File: config.mk
export PLATFORM = sky130hd
export DESIGN_NAME = scst_status_tracker
export DESIGN_NICKNAME = d
export VERILOG_FILES = /design/src/core/scst_status_tracker.v
export VERILOG_INCLUDE_DIRS = /design/src /design/src/core
export SDC_FILE = /design/constraint.sdc
export NUM_CORES = 1
export LEC_CHECK = 0
export BUFFER_PORTS_ARGS = -buffer_cell sky130_fd_sc_hd__buf_2
export CAP_MARGIN = 20
export CELL_PAD_IN_SITES_DETAIL_PLACEMENT = 0
export CELL_PAD_IN_SITES_GLOBAL_PLACEMENT = 2
export CORE_MARGIN = 8
export CORE_UTILIZATION = 34
export CTS_CLUSTER_SIZE = 40
export DETAILED_ROUTE_END_ITERATION = 12
export PLACE_DENSITY = 0.8
export RECOVER_POWER = 50
export SYNTH_ARGS = -nofsm -noshare
export SYNTH_HDL_FRONTEND = slang
export SYNTH_SLANG_ARGS = --single-unit
File: constraint.sdc
create_clock -name clk_sys -period 3.3 [get_ports clk_sys]
set_input_delay 0.33 -clock clk_sys [delete_from_list [all_inputs] [get_ports clk_sys]]
set_output_delay 0.33 -clock clk_sys [all_outputs]
set_load 0.02 [all_outputs]
File: src/core/scst_defs.vh
/*
   constants for the card status-bit tracker: bit positions of the status
   word, response kinds, register offsets, reset values and clear classes.
   assumes it is included by bare name from the tracker module.
*/
`ifndef SCST_DEFS_VH
`define SCST_DEFS_VH

// status word positions, 15:8 first byte, 7:0 second byte
`define SCST_B_IDLE        8
`define SCST_B_ERASE_RST   9
`define SCST_B_ILLEGAL     10
`define SCST_B_CRC         11
`define SCST_B_ERASE_SEQ   12
`define SCST_B_ADDR        13
`define SCST_B_PARAM       14
`define SCST_B_LOCKED      0
`define SCST_B_SKIP_LOCK   1
`define SCST_B_ERROR       2
`define SCST_B_CC          3
`define SCST_B_ECC         4
`define SCST_B_WP          5
`define SCST_B_ERASE_PARAM 6
`define SCST_B_RANGE       7
`define SCST_NBITS         16

// bits that clear on read (all but locked and idle)
`define SCST_CLR_READ      16'h7E_FE
// error bits taken into the data error token, low four bits
`define SCST_TOKEN_MASK    8'h0F

// register offsets
`define SCST_A_EVENT       12'h000
`define SCST_A_STATE       12'h004
`define SCST_A_STATUS      12'h008
`define SCST_A_CONTROL     12'h00C
`define SCST_A_RELADDR     12'h010
`define SCST_RESET_STATUS  16'h01_00
`define SCST_RESET_CTRL    32'h0000_0000

// control fields
`define SCST_C_LOCK        0
`define SCST_C_INIT_DONE   1
`define SCST_C_RESET_CMD   2

// response kinds
`define SCST_K_R1          2'd0
`define SCST_K_R2          2'd1
`define SCST_K_TOKEN       2'd2

`endif

File: src/core/scst_status_tracker.v
/*
   status-bit tracker of a serial-mode memory card: holds the card status
   flags, shifts the one-byte, two-byte and data-error-token formats out
   msb first on the serial link and clears flags after they are read.
   assumes an apb master on clk_sys and a host that drives the serial
   clock; the serial clock and start request arrive asynchronously.
*/
`timescale 1ns/10ps
`include "scst_defs.vh"

module scst_status_tracker #(
   parameter NBITS = `SCST_NBITS
) (
   // clock and reset
   input  wire        clk_sys,
   input  wire        rst,
   // apb slave
   input  wire        psel,
   input  wire        penable,
   input  wire        pwrite,
   input  wire [11:0] paddr,
   input  wire [31:0] pwdata,
   output reg  [31:0] prdata,
   output reg         pready,
   output reg         pslverr,
   // serial link from host
   input  wire        linkClk,
   input  wire        respStart,
   input  wire [1:0]  respKind,
   // serial link to host
   output reg         respData,
   output reg         respBusy
);

   localparam ST_IDLE = 2'd0;
   localparam ST_SHIFT = 2'd1;
   localparam ST_DONE = 2'd2;

   reg [NBITS-1:0] status_reg;
   reg [NBITS-1:0] status_next;
   reg [31:0]      control_reg;
   reg [2:0]       clkSync_reg;
   reg [2:0]       startSync_reg;
   reg [1:0]       kindSync1_reg;
   reg [1:0]       kindSync2_reg;
   reg [1:0]       state_reg;
   reg [15:0]      shift_reg;
   reg [4:0]       bitCnt_reg;
   reg [1:0]       kind_reg;
   reg [NBITS-1:0] readMask_reg;
   reg [NBITS-1:0] clearPulse_reg;
   reg [NBITS-1:0] eventSet;
   reg [15:0]      loadWord;
   reg [4:0]       loadBits;

   wire linkFall = clkSync_reg[2] & ~clkSync_reg[1];
   wire startRise = startSync_reg[1] & ~startSync_reg[2];
   wire apbAccess = psel & penable & pready;
   wire apbWrite = apbAccess & pwrite;

   // two-flop synchronisers, third stage feeds edge detection
   always @(posedge clk_sys or posedge rst) begin
      if (rst) begin
         clkSync_reg   <= 3'b000;
         startSync_reg <= 3'b000;
         kindSync1_reg <= 2'b00;
         kindSync2_reg <= 2'b00;
      end else begin
         clkSync_reg   <= {clkSync_reg[1:0], linkClk};
         startSync_reg <= {startSync_reg[1:0], respStart};
         kindSync1_reg <= respKind;
         kindSync2_reg <= kindSync1_reg;
      end
   end

   // events written by the card logic through the event register
   always @* begin
      eventSet = {NBITS{1'b0}};
      if (apbWrite && paddr == `SCST_A_EVENT) begin
         eventSet = pwdata[NBITS-1:0];
      end
   end

   // per-bit flag update; a set arriving with a clear wins
   genvar i;
   generate
      for (i = 0; i < NBITS; i = i + 1) begin : g_flag
         always @* begin
            if (i == `SCST_B_LOCKED) begin
               status_next[i] = control_reg[`SCST_C_LOCK];
            end else if (i == `SCST_B_IDLE) begin
               if (control_reg[`SCST_C_INIT_DONE]) begin
                  status_next[i] = 1'b0;
               end else begin
                  status_next[i] = status_reg[i];
               end
            end else if (eventSet[i]) begin
               status_next[i] = 1'b1;
            end else if (clearPulse_reg[i]) begin
               status_next[i] = 1'b0;
            end else begin
               status_next[i] = status_reg[i];
            end
         end
      end
   endgenerate

   always @(posedge clk_sys or posedge rst) begin
      if (rst) begin
         status_reg <= `SCST_RESET_STATUS;
      end else if (apbWrite && paddr == `SCST_A_CONTROL && pwdata[`SCST_C_RESET_CMD]) begin
         status_reg <= `SCST_RESET_STATUS;
      end else begin
         status_reg <= status_next;
      end
   end

   // response word, left aligned, for each format
   always @* begin
      loadWord = {1'b0, status_reg[14:8], 8'h00};
      loadBits = 5'd8;
      case (kindSync2_reg)
         `SCST_K_R1: begin
            loadWord = {1'b0, status_reg[14:8], 8'h00};
            loadBits = 5'd8;
         end
         `SCST_K_R2: begin
            loadWord = {1'b0, status_reg[14:0]};
            loadBits = 5'd16;
         end
         `SCST_K_TOKEN: begin
            loadWord = {4'h0, status_reg[3:0], 8'h00};
            loadBits = 5'd8;
         end
         default: begin
            loadWord = {1'b0, status_reg[14:8], 8'h00};
            loadBits = 5'd8;
         end
      endcase
   end

   // serial shifter: new bit after each falling edge of the link clock
   always @(posedge clk_sys or posedge rst) begin
      if (rst) begin
         state_reg      <= ST_IDLE;
         shift_reg      <= 16'h0000;
         bitCnt_reg     <= 5'd0;
         kind_reg       <= 2'b00;
         readMask_reg   <= {NBITS{1'b0}};
         clearPulse_reg <= {NBITS{1'b0}};
         respData       <= 1'b0;
         respBusy       <= 1'b0;
      end else begin
         clearPulse_reg <= {NBITS{1'b0}};
         case (state_reg)
            ST_IDLE: begin
               if (startRise) begin
                  shift_reg  <= loadWord;
                  bitCnt_reg <= loadBits;
                  kind_reg   <= kindSync2_reg;
                  respData   <= loadWord[15];
                  respBusy   <= 1'b1;
                  // snapshot which flags were reported
                  if (kindSync2_reg == `SCST_K_R2) begin
                     readMask_reg <= status_reg & `SCST_CLR_READ;
                  end else if (kindSync2_reg == `SCST_K_TOKEN) begin
                     readMask_reg <= status_reg & 16'h00_0F;
                  end else begin
                     readMask_reg <= status_reg & 16'h7E_00;
                  end
                  state_reg <= ST_SHIFT;
               end
            end
            ST_SHIFT: begin
               if (linkFall) begin
                  shift_reg  <= {shift_reg[14:0], 1'b0};
                  bitCnt_reg <= bitCnt_reg - 5'd1;
                  respData   <= shift_reg[14];
                  if (bitCnt_reg == 5'd1) begin
                     state_reg <= ST_DONE;
                  end
               end
            end
            ST_DONE: begin
               clearPulse_reg <= readMask_reg;
               respBusy       <= 1'b0;
               respData       <= 1'b0;
               state_reg      <= ST_IDLE;
            end
            default: begin
               state_reg <= ST_IDLE;
            end
         endcase
      end
   end

   // apb slave, one wait state
   always @(posedge clk_sys or posedge rst) begin
      if (rst) begin
         control_reg <= `SCST_RESET_CTRL;
         prdata      <= 32'h0000_0000;
         pready      <= 1'b0;
         pslverr     <= 1'b0;
      end else begin
         pready  <= psel & penable & ~pready;
         pslverr <= 1'b0;
         if (psel && penable && !pready) begin
            prdata <= 32'h0000_0000;
            case (paddr)
               `SCST_A_EVENT: prdata <= 32'h0000_0000;
               `SCST_A_STATE: prdata <= {16'h0000, status_reg};
               `SCST_A_STATUS: prdata <= {27'h0000_000, state_reg, bitCnt_reg[1:0], respBusy};
               `SCST_A_CONTROL: prdata <= control_reg;
               `SCST_A_RELADDR: pslverr <= 1'b1;
               default: pslverr <= 1'b1;
            endcase
         end
         if (apbWrite && paddr == `SCST_A_CONTROL) begin
            control_reg <= {29'h0000_000, 1'b0, pwdata[1:0]};
         end
      end
   end

endmodule

==> out/summary.txt, run 1 <==
Antenna Violating Nets Remaining - 0
PostCTS Resize Cnt - 0
CP peak stage delay - 0.84 ns
Largest net degree at the start of global routing - 75
Final GP Congestion - 0.741
Row cnt - 40
Clk_lat worst skew - 0.34 ns
Dpl cells - 575
Worst-margin pin slew - 1.15 ns
Sink Count - 96
Fill cells - 1198
Overflow after GRT - 0
Setup_tns - 0 ns
Maximum VDD drop - 216 µV
Pre-Repair DR Iteration Count - 4
Area Growth Syn to Fin - 15.7%
Max Cap Viol - 0
Pins Over Slew Limit - 0
Worst hold-check path type - in -> reg
Routed wire length - 9680 µm
Total track usage - 12.7%
Top Ports - 89
Max FO, Critical Path - 19
Hold depth - 1
Clock skew - 0.00896 ns
H-Tree Depth - 3
Vias in the first global route - 2884
Reg2reg path depth - 5
Total Nets Final - 496
Worst Setup End Kind - flop
DR WL/cell - 16.4 µm
Final instance area - 4740 µm²
Crit path kind - reg -> reg
DIE WIDTH - 126 µm
Post-Synthesis Cells - 383
Peak Freq - 489 MHz
Yosys cell types - 45
PortBufs - 55
Power density cells - 597 nW/µm²
Endpoints failing hold - 0
Place WS - 0.885 ns
Final worst-path cycle share - 61.9%
Mapped Area - 4100 µm²
TritonCTS clock tree - done
Syn avg cell area - 10.7 µm²
DR vias - 2887
Worst EP required - 3.51 ns
Post-route minimum period - 2.04 ns
Core ar. - 11900 µm²
Ys async rst share - 100%
Height of the die - 126 µm
Post-route DRC violation count - 0
Leakage power total - 2.42 nW
Ys flop type - dfrtp_1
Hpwl dp - 6610 µm
Layout cells sized above 1 - 21.2%
Worst path slowest cell - clkbuf_1
Total CTS buffers - 9
Worst r2r src - pready
Critical path depth in cells - 5
Initial antenna violation count - 0
Syn. warnings - 0
Clock root cell - clkbuf_16
Worst-path clk slew - 0.07 ns
End of the critical path - prdata[3]
Initial Util - 34.4%
Critical Path Start - pready
Util after Layout - 39.8%
Placed inst area - 4480 µm²
Startpoint Class - flop
Longest Clk Path Bufs - 2
Post-CTS Setup Bufs - 0
EDFF count, synth - 0
First-pass GRT wire length - 15800 µm
CP Cell Sequence - nand3b_1 -> clkbuf_1 -> inv_1 -> nand3_1 -> o211ai_1
Sequential area share after synthesis - 58.7%
Post-synthesis register bit count - 96
Final WS setup - 1.26 ns
CP bufs+invs - 2
RSZ-0062 raised after global routing - no
Iter 0 DRT Violations - 168
Rel. slew slack - 23.6%
Vias per cell - 4.88
Worst r2r dst - prdata[3]
# diodes - 0
Die ar. - 15800 µm²
Count of final setup violators - 0
Layout Cells excl Fill - 591
Top cell family by delay on the critical path - buffers and inverters
Arr. time, crit path - 2.26 ns
Cts hold-fix bufs - 0
Outcome - completed
R2R Setup Slk - 1.26 ns
==> power breakdown <==
part	internal, mW	switching (mW)	total [mW]
Combinational	0.190	0.323	0.513
Clock	0.511	0.457	0.968
Sequential	1.27	0.0775	1.35
==> Yosys cell counts, types with 2 or more instances <==
master    number  area share [%]
buf_4         18             3.3
a22oi_1        3            0.55
a221o_1        4            0.98
nand3_1        9             1.1
nor2_1        27             2.5
nor3_1         2            0.24
inv_1          9            0.82
nor2b_1       18             2.7
clkbuf_1      13             1.2
o211ai_1       3            0.55
nor2_2         2            0.31
dfrtp_1       95              58
a31oi_1        2            0.31
a22o_1        13             2.8
or4_4          2            0.55
and3_1        17             2.6
a21oi_1       23             2.8
nand2b_1       3            0.46
and2_1         2            0.31
ha_1           4             1.2
nand2_1       54             4.9
mux2_2         5             1.4
o21ai_0       31             3.8
nor4_4         3             1.6
==> cells in the final DEF, fill, tap and decap left out, types with 5 or more instances in the layout <==
| cell type | n |
|---|---|
| nor2b_1 | 18 |
| and3_1 | 17 |
| buf_4 | 5 |
| clkbuf_16 | 9 |
| mux2_2 | 5 |
| conb_1 | 16 |
| inv_1 | 8 |
| dfrtp_1 | 95 |
| o21ai_0 | 31 |
| nand3_1 | 9 |
| a22o_1 | 13 |
| nand2_1 | 54 |
| a21oi_1 | 23 |
| buf_2 | 54 |
| nor2_1 | 27 |
==> kinds of logic (layout without fill, tap and decap cells) <==
logic type / Yosys count / count (layout) / share of synthesized area [%]
mux: 5 / 5 / 1.37
fa+ha+maj: 4 / 4 / 1.22
flops: 96 / 96 / 58.7
compound gates: 85 / 85 / 13.0
simple gates: 148 / 148 / 19.3
other cells: 1 / 16 / 0.0915
buf+inv: 43 / 89 / 6.20
xor+xnor: 1 / 1 / 0.214
==> worst min-delay path by stage <==
stage	slack, ns	startpoint	end
2_1_floorplan	0.33	clkSync_reg[0]	clkSync_reg[1]
5_1_grt	0.08	respKind[1]	kindSync1_reg[1]
3_5_place_dp	0.34	startSync_reg[0]	startSync_reg[1]
4_1_cts	0.08	respKind[0]	kindSync1_reg[0]
3_3_place_gp	0.34	kindSync1_reg[0]	kindSync2_reg[0]
6_report	0.08	respKind[0]	kindSync1_reg[0]
==> worst register-to-register path: stages, from the launching register on <==
cell and delay [ns]:
dfrtp_1 0.37, nand3b_1 0.11, clkbuf_1 0.84, inv_1 0.22, nand3_1 0.26, o211ai_1 0.11
==> cell type report <==
| class | count | area (µm²) | share of cell area (%) |
|---|---|---|---|
| clock buffers | 9 | 225 | 4.75 |
| clock inverters | 7 | 46.3 | 0.977 |
| inverters | 9 | 36.3 | 0.765 |
| multi-input cells | 259 | 1500 | 31.5 |
| flip-flops and latches | 96 | 2400 | 50.7 |
| well taps | 147 | 184 | 3.88 |
| repair buffers | 64 | 350 | 7.39 |
==> through the flow <==
stage	power (mW)	hold WS (ns)
after detailed placement	1.90	0.336
after global routing	2.98	0.0831
after CTS	2.87	0.0750
final	2.83	0.0849
after floorplan	1.73	0.331
after global placement	1.87	0.335
==> routing by layer <==
layer | GRT usage [%] | routed length (µm) | part of all wire, % | up-vias
met1 | 16.7 | 4750 | 49 | 1401
met4 | 6.37 | 193 | 2.0 | 0
met5 | 0 | 0 | 0 | -
li1 | - | - | - | 1398
met3 | 3.50 | 636 | 6.6 | 12
met2 | 18.7 | 4100 | 42 | 76
Power figures use the tool's default switching activity.
==> run 2, diff against run 1 <==
ABC_AREA = 1   (was not set)
CORE_UTILIZATION = 33   (was 34)
clock period = 2.1 ns   (was 3.3 ns; I/O delays follow)
==> out/summary.txt, run 2 <==
Outcome - completed
Vias per cell - 4.55
Post-synthesis register bit count - 96
Synth top area share - 54.5%
Worst EP required - 2.37 ns
Startpoint Class - flop
Leakage power total - 2.54 nW
Count of final setup violators - 0
Int Pwr - 3.59 mW
Most common library cell in the layout ignoring fill and taps - dfrtp_1
Cell taking the most area after synthesis - dfrtp_1
CP Cell Sequence - inv_2 -> nor2_8 -> nand2_4 -> nand2_2 -> inv_2 -> nor2_2 -> inv_1 -> o21ai_1
Rel. slew slack - 11.6%
DIE WIDTH - 131 µm
Initial Util - 33.4%
DR vias - 3256
Logic pwr share - 19.5%
Synth top cells by count - dfrtp_1 (95), nand2_1 (89), inv_1 (56), o21ai_0 (46), nor2_1 (33)
Final worst-path cycle share - 78.8%
Longest Clk Path Bufs - 2
Cell mode on critical path - inv_2
Crit path kind - reg -> reg
Pre-Repair DR Iteration Count - 4
Top Ports - 89
Max Cap Viol - 0
Dpl cells - 695
Maximum VDD drop - 526 µV
Worst-margin pin slew - 1.33 ns
Routed wire length - 10200 µm
Sw Pwr - 1.55 mW
Layout cells sized above 1 - 20.8%
Place WS - 0.420 ns
Worst Setup End Kind - flop
Sw Ratio - 30.2%
Antenna Violating Nets Remaining - 0
Final WS setup - 0.446 ns
Sequential area share after synthesis - 55.1%
Hpwl dp - 7190 µm
PortBufs - 55
Worst-path clk slew - 0.06 ns
Area Growth Syn to Fin - 16.9%
Sink Count - 96
Arr. time, crit path - 1.92 ns
Die ar. - 17200 µm²
Post-route DRC violation count - 0
Clk_lat worst skew - 0.34 ns
Yosys cell types - 36
Final GP Congestion - 0.726
Layout Cells excl Fill - 715
Height of the die - 131 µm
Pins Over Slew Limit - 0
Clock network fraction of total power - 34.4%
Mapped Area - 4360 µm²
Post-Synthesis Cells - 475
Share of power burned in registers - 46.1%
Util after Layout - 39.0%
TritonCTS clock tree - done
Worst path slowest cell - dfrtp_1
Endpoints failing hold - 0
Clock skew - 0.00537 ns
Clock root cell - clkbuf_16
Setup_tns - 0 ns
Largest net degree at the start of global routing - 97
Peak Freq - 605 MHz
EDFF count, synth - 0
Max FO, Critical Path - 26
Ys flop type - dfrtp_1
Worst hold-check path type - in -> reg
Top post-synthesis cells by area - dfrtp_1 (54%), nand2_1 (7.7%), o21ai_0 (5.3%)
Total track usage - 12.6%
Syn avg cell area - 9.19 µm²
DR WL/cell - 14.3 µm
Dominant cell by count in the synthesized netlist - dfrtp_1
Overflow after GRT - 0
Commonest cells after routing, fill and taps aside - dfrtp_1 (95), nand2_1 (89), inv_1 (55)
Ys async rst share - 100%
Row cnt - 42
First-pass GRT wire length - 16700 µm
H-Tree Depth - 3
CP peak stage delay - 0.42 ns
RSZ-0062 raised after global routing - no
Core ar. - 13100 µm²
Post-route minimum period - 1.65 ns
Total CTS buffers - 9
Syn. warnings - 0
Vias in the first global route - 3281
Initial antenna violation count - 0
Iter 0 DRT Violations - 191
Power density cells - 1010 nW/µm²
# diodes - 0
Total Nets Final - 591
## run 2: changes by cell type after synthesis, moves of 7 or more
cell / change
o21ai_0: +15
o21ai_1: +7
inv_1: +47
nand4_1: +13
o31ai_2: +7
clkbuf_1: -8
nand2_1: +35
nand3_1: +18
and3_1: -17
a22o_1: -13
nor2b_1: -18
## run 2: layout make-up
cell class,count,area [µm²]
fillers,1342,7980
flip-flops and latches,96,2400
multi-input cells,299,1550
repair buffers,67,374
inverters,61,235
clock buffers,10,229
well taps,176,220
clock inverters,6,91.3
## run 2: kinds of logic after synthesis
family          synth area share, %
other cells                  0.0859
buf+inv                        10.7
compound gates                 12.8
flops                          55.1
simple gates                   20.2
fa+ha+maj                      1.15
## run 2: per-stage QoR
stage / area [µm²] / power, mW / hold WS (ns)
finish: 5100 / 5.14 / 0.0878
global route: 5100 / 5.45 / 0.0804
CTS: 5120 / 5.22 / 0.0287
detailed placement: 4760 / 3.41 / 0.320
global placement: 4760 / 3.38 / 0.318
floorplan: 4420 / 3.16 / 0.241
## run 2: path summary, 6_finish.rpt
check                           slack, ns  depth (start not counted)                 to            from
worst max-delay path                 0.45                          8      bitCnt_reg[3]    state_reg[0]
worst min-delay path                 0.09                          3     control_reg[0]       pwdata[0]
worst max register to register       0.45                          8      bitCnt_reg[3]    state_reg[0]
worst min register to register       0.35                          0     clkSync_reg[1]  clkSync_reg[0]
max in group asynchronous            0.92                          3  clearPulse_reg[9]             rst
min in group asynchronous            0.30                          3          prdata[0]             rst
## run 2: power by group through the flow
stage | logic [mW] | registers [mW] | clock network (mW)
after floorplan | 0.787 | 2.37 | 0
after global placement | 0.985 | 2.39 | 0
after detailed placement | 1.01 | 2.40 | 0
after CTS | 1.03 | 2.37 | 1.82
after global routing | 1.17 | 2.40 | 1.87
final | 1.00 | 2.37 | 1.77
## run 2: repair_timing
| action | in CTS | in global routing |
|---|---|---|
| hold buffers | 4 | 0 |
| buffers inserted | 0 | 0 |
| endpoints found under the hold margin | 4 | 0 |
| resized for setup | 0 | 0 |
## run 2: critical path: cells and delay by family, from the launching register on
kind	cells	cell delay [ns]
buffers and inverters	3	0.38
AO/OA/AOI/OAI	1	0.12
AND/OR/NAND/NOR	4	0.65
flip-flops	1	0.42
## run 2: layer usage
layer  GRT usage [%]  wire length [µm]  up-vias
met5               0                 0        -
met4            6.14               150        0
met3            2.68               687       11
met2            19.6              4550       89
met1            16.3              4810     1530
li1                -                 -     1626
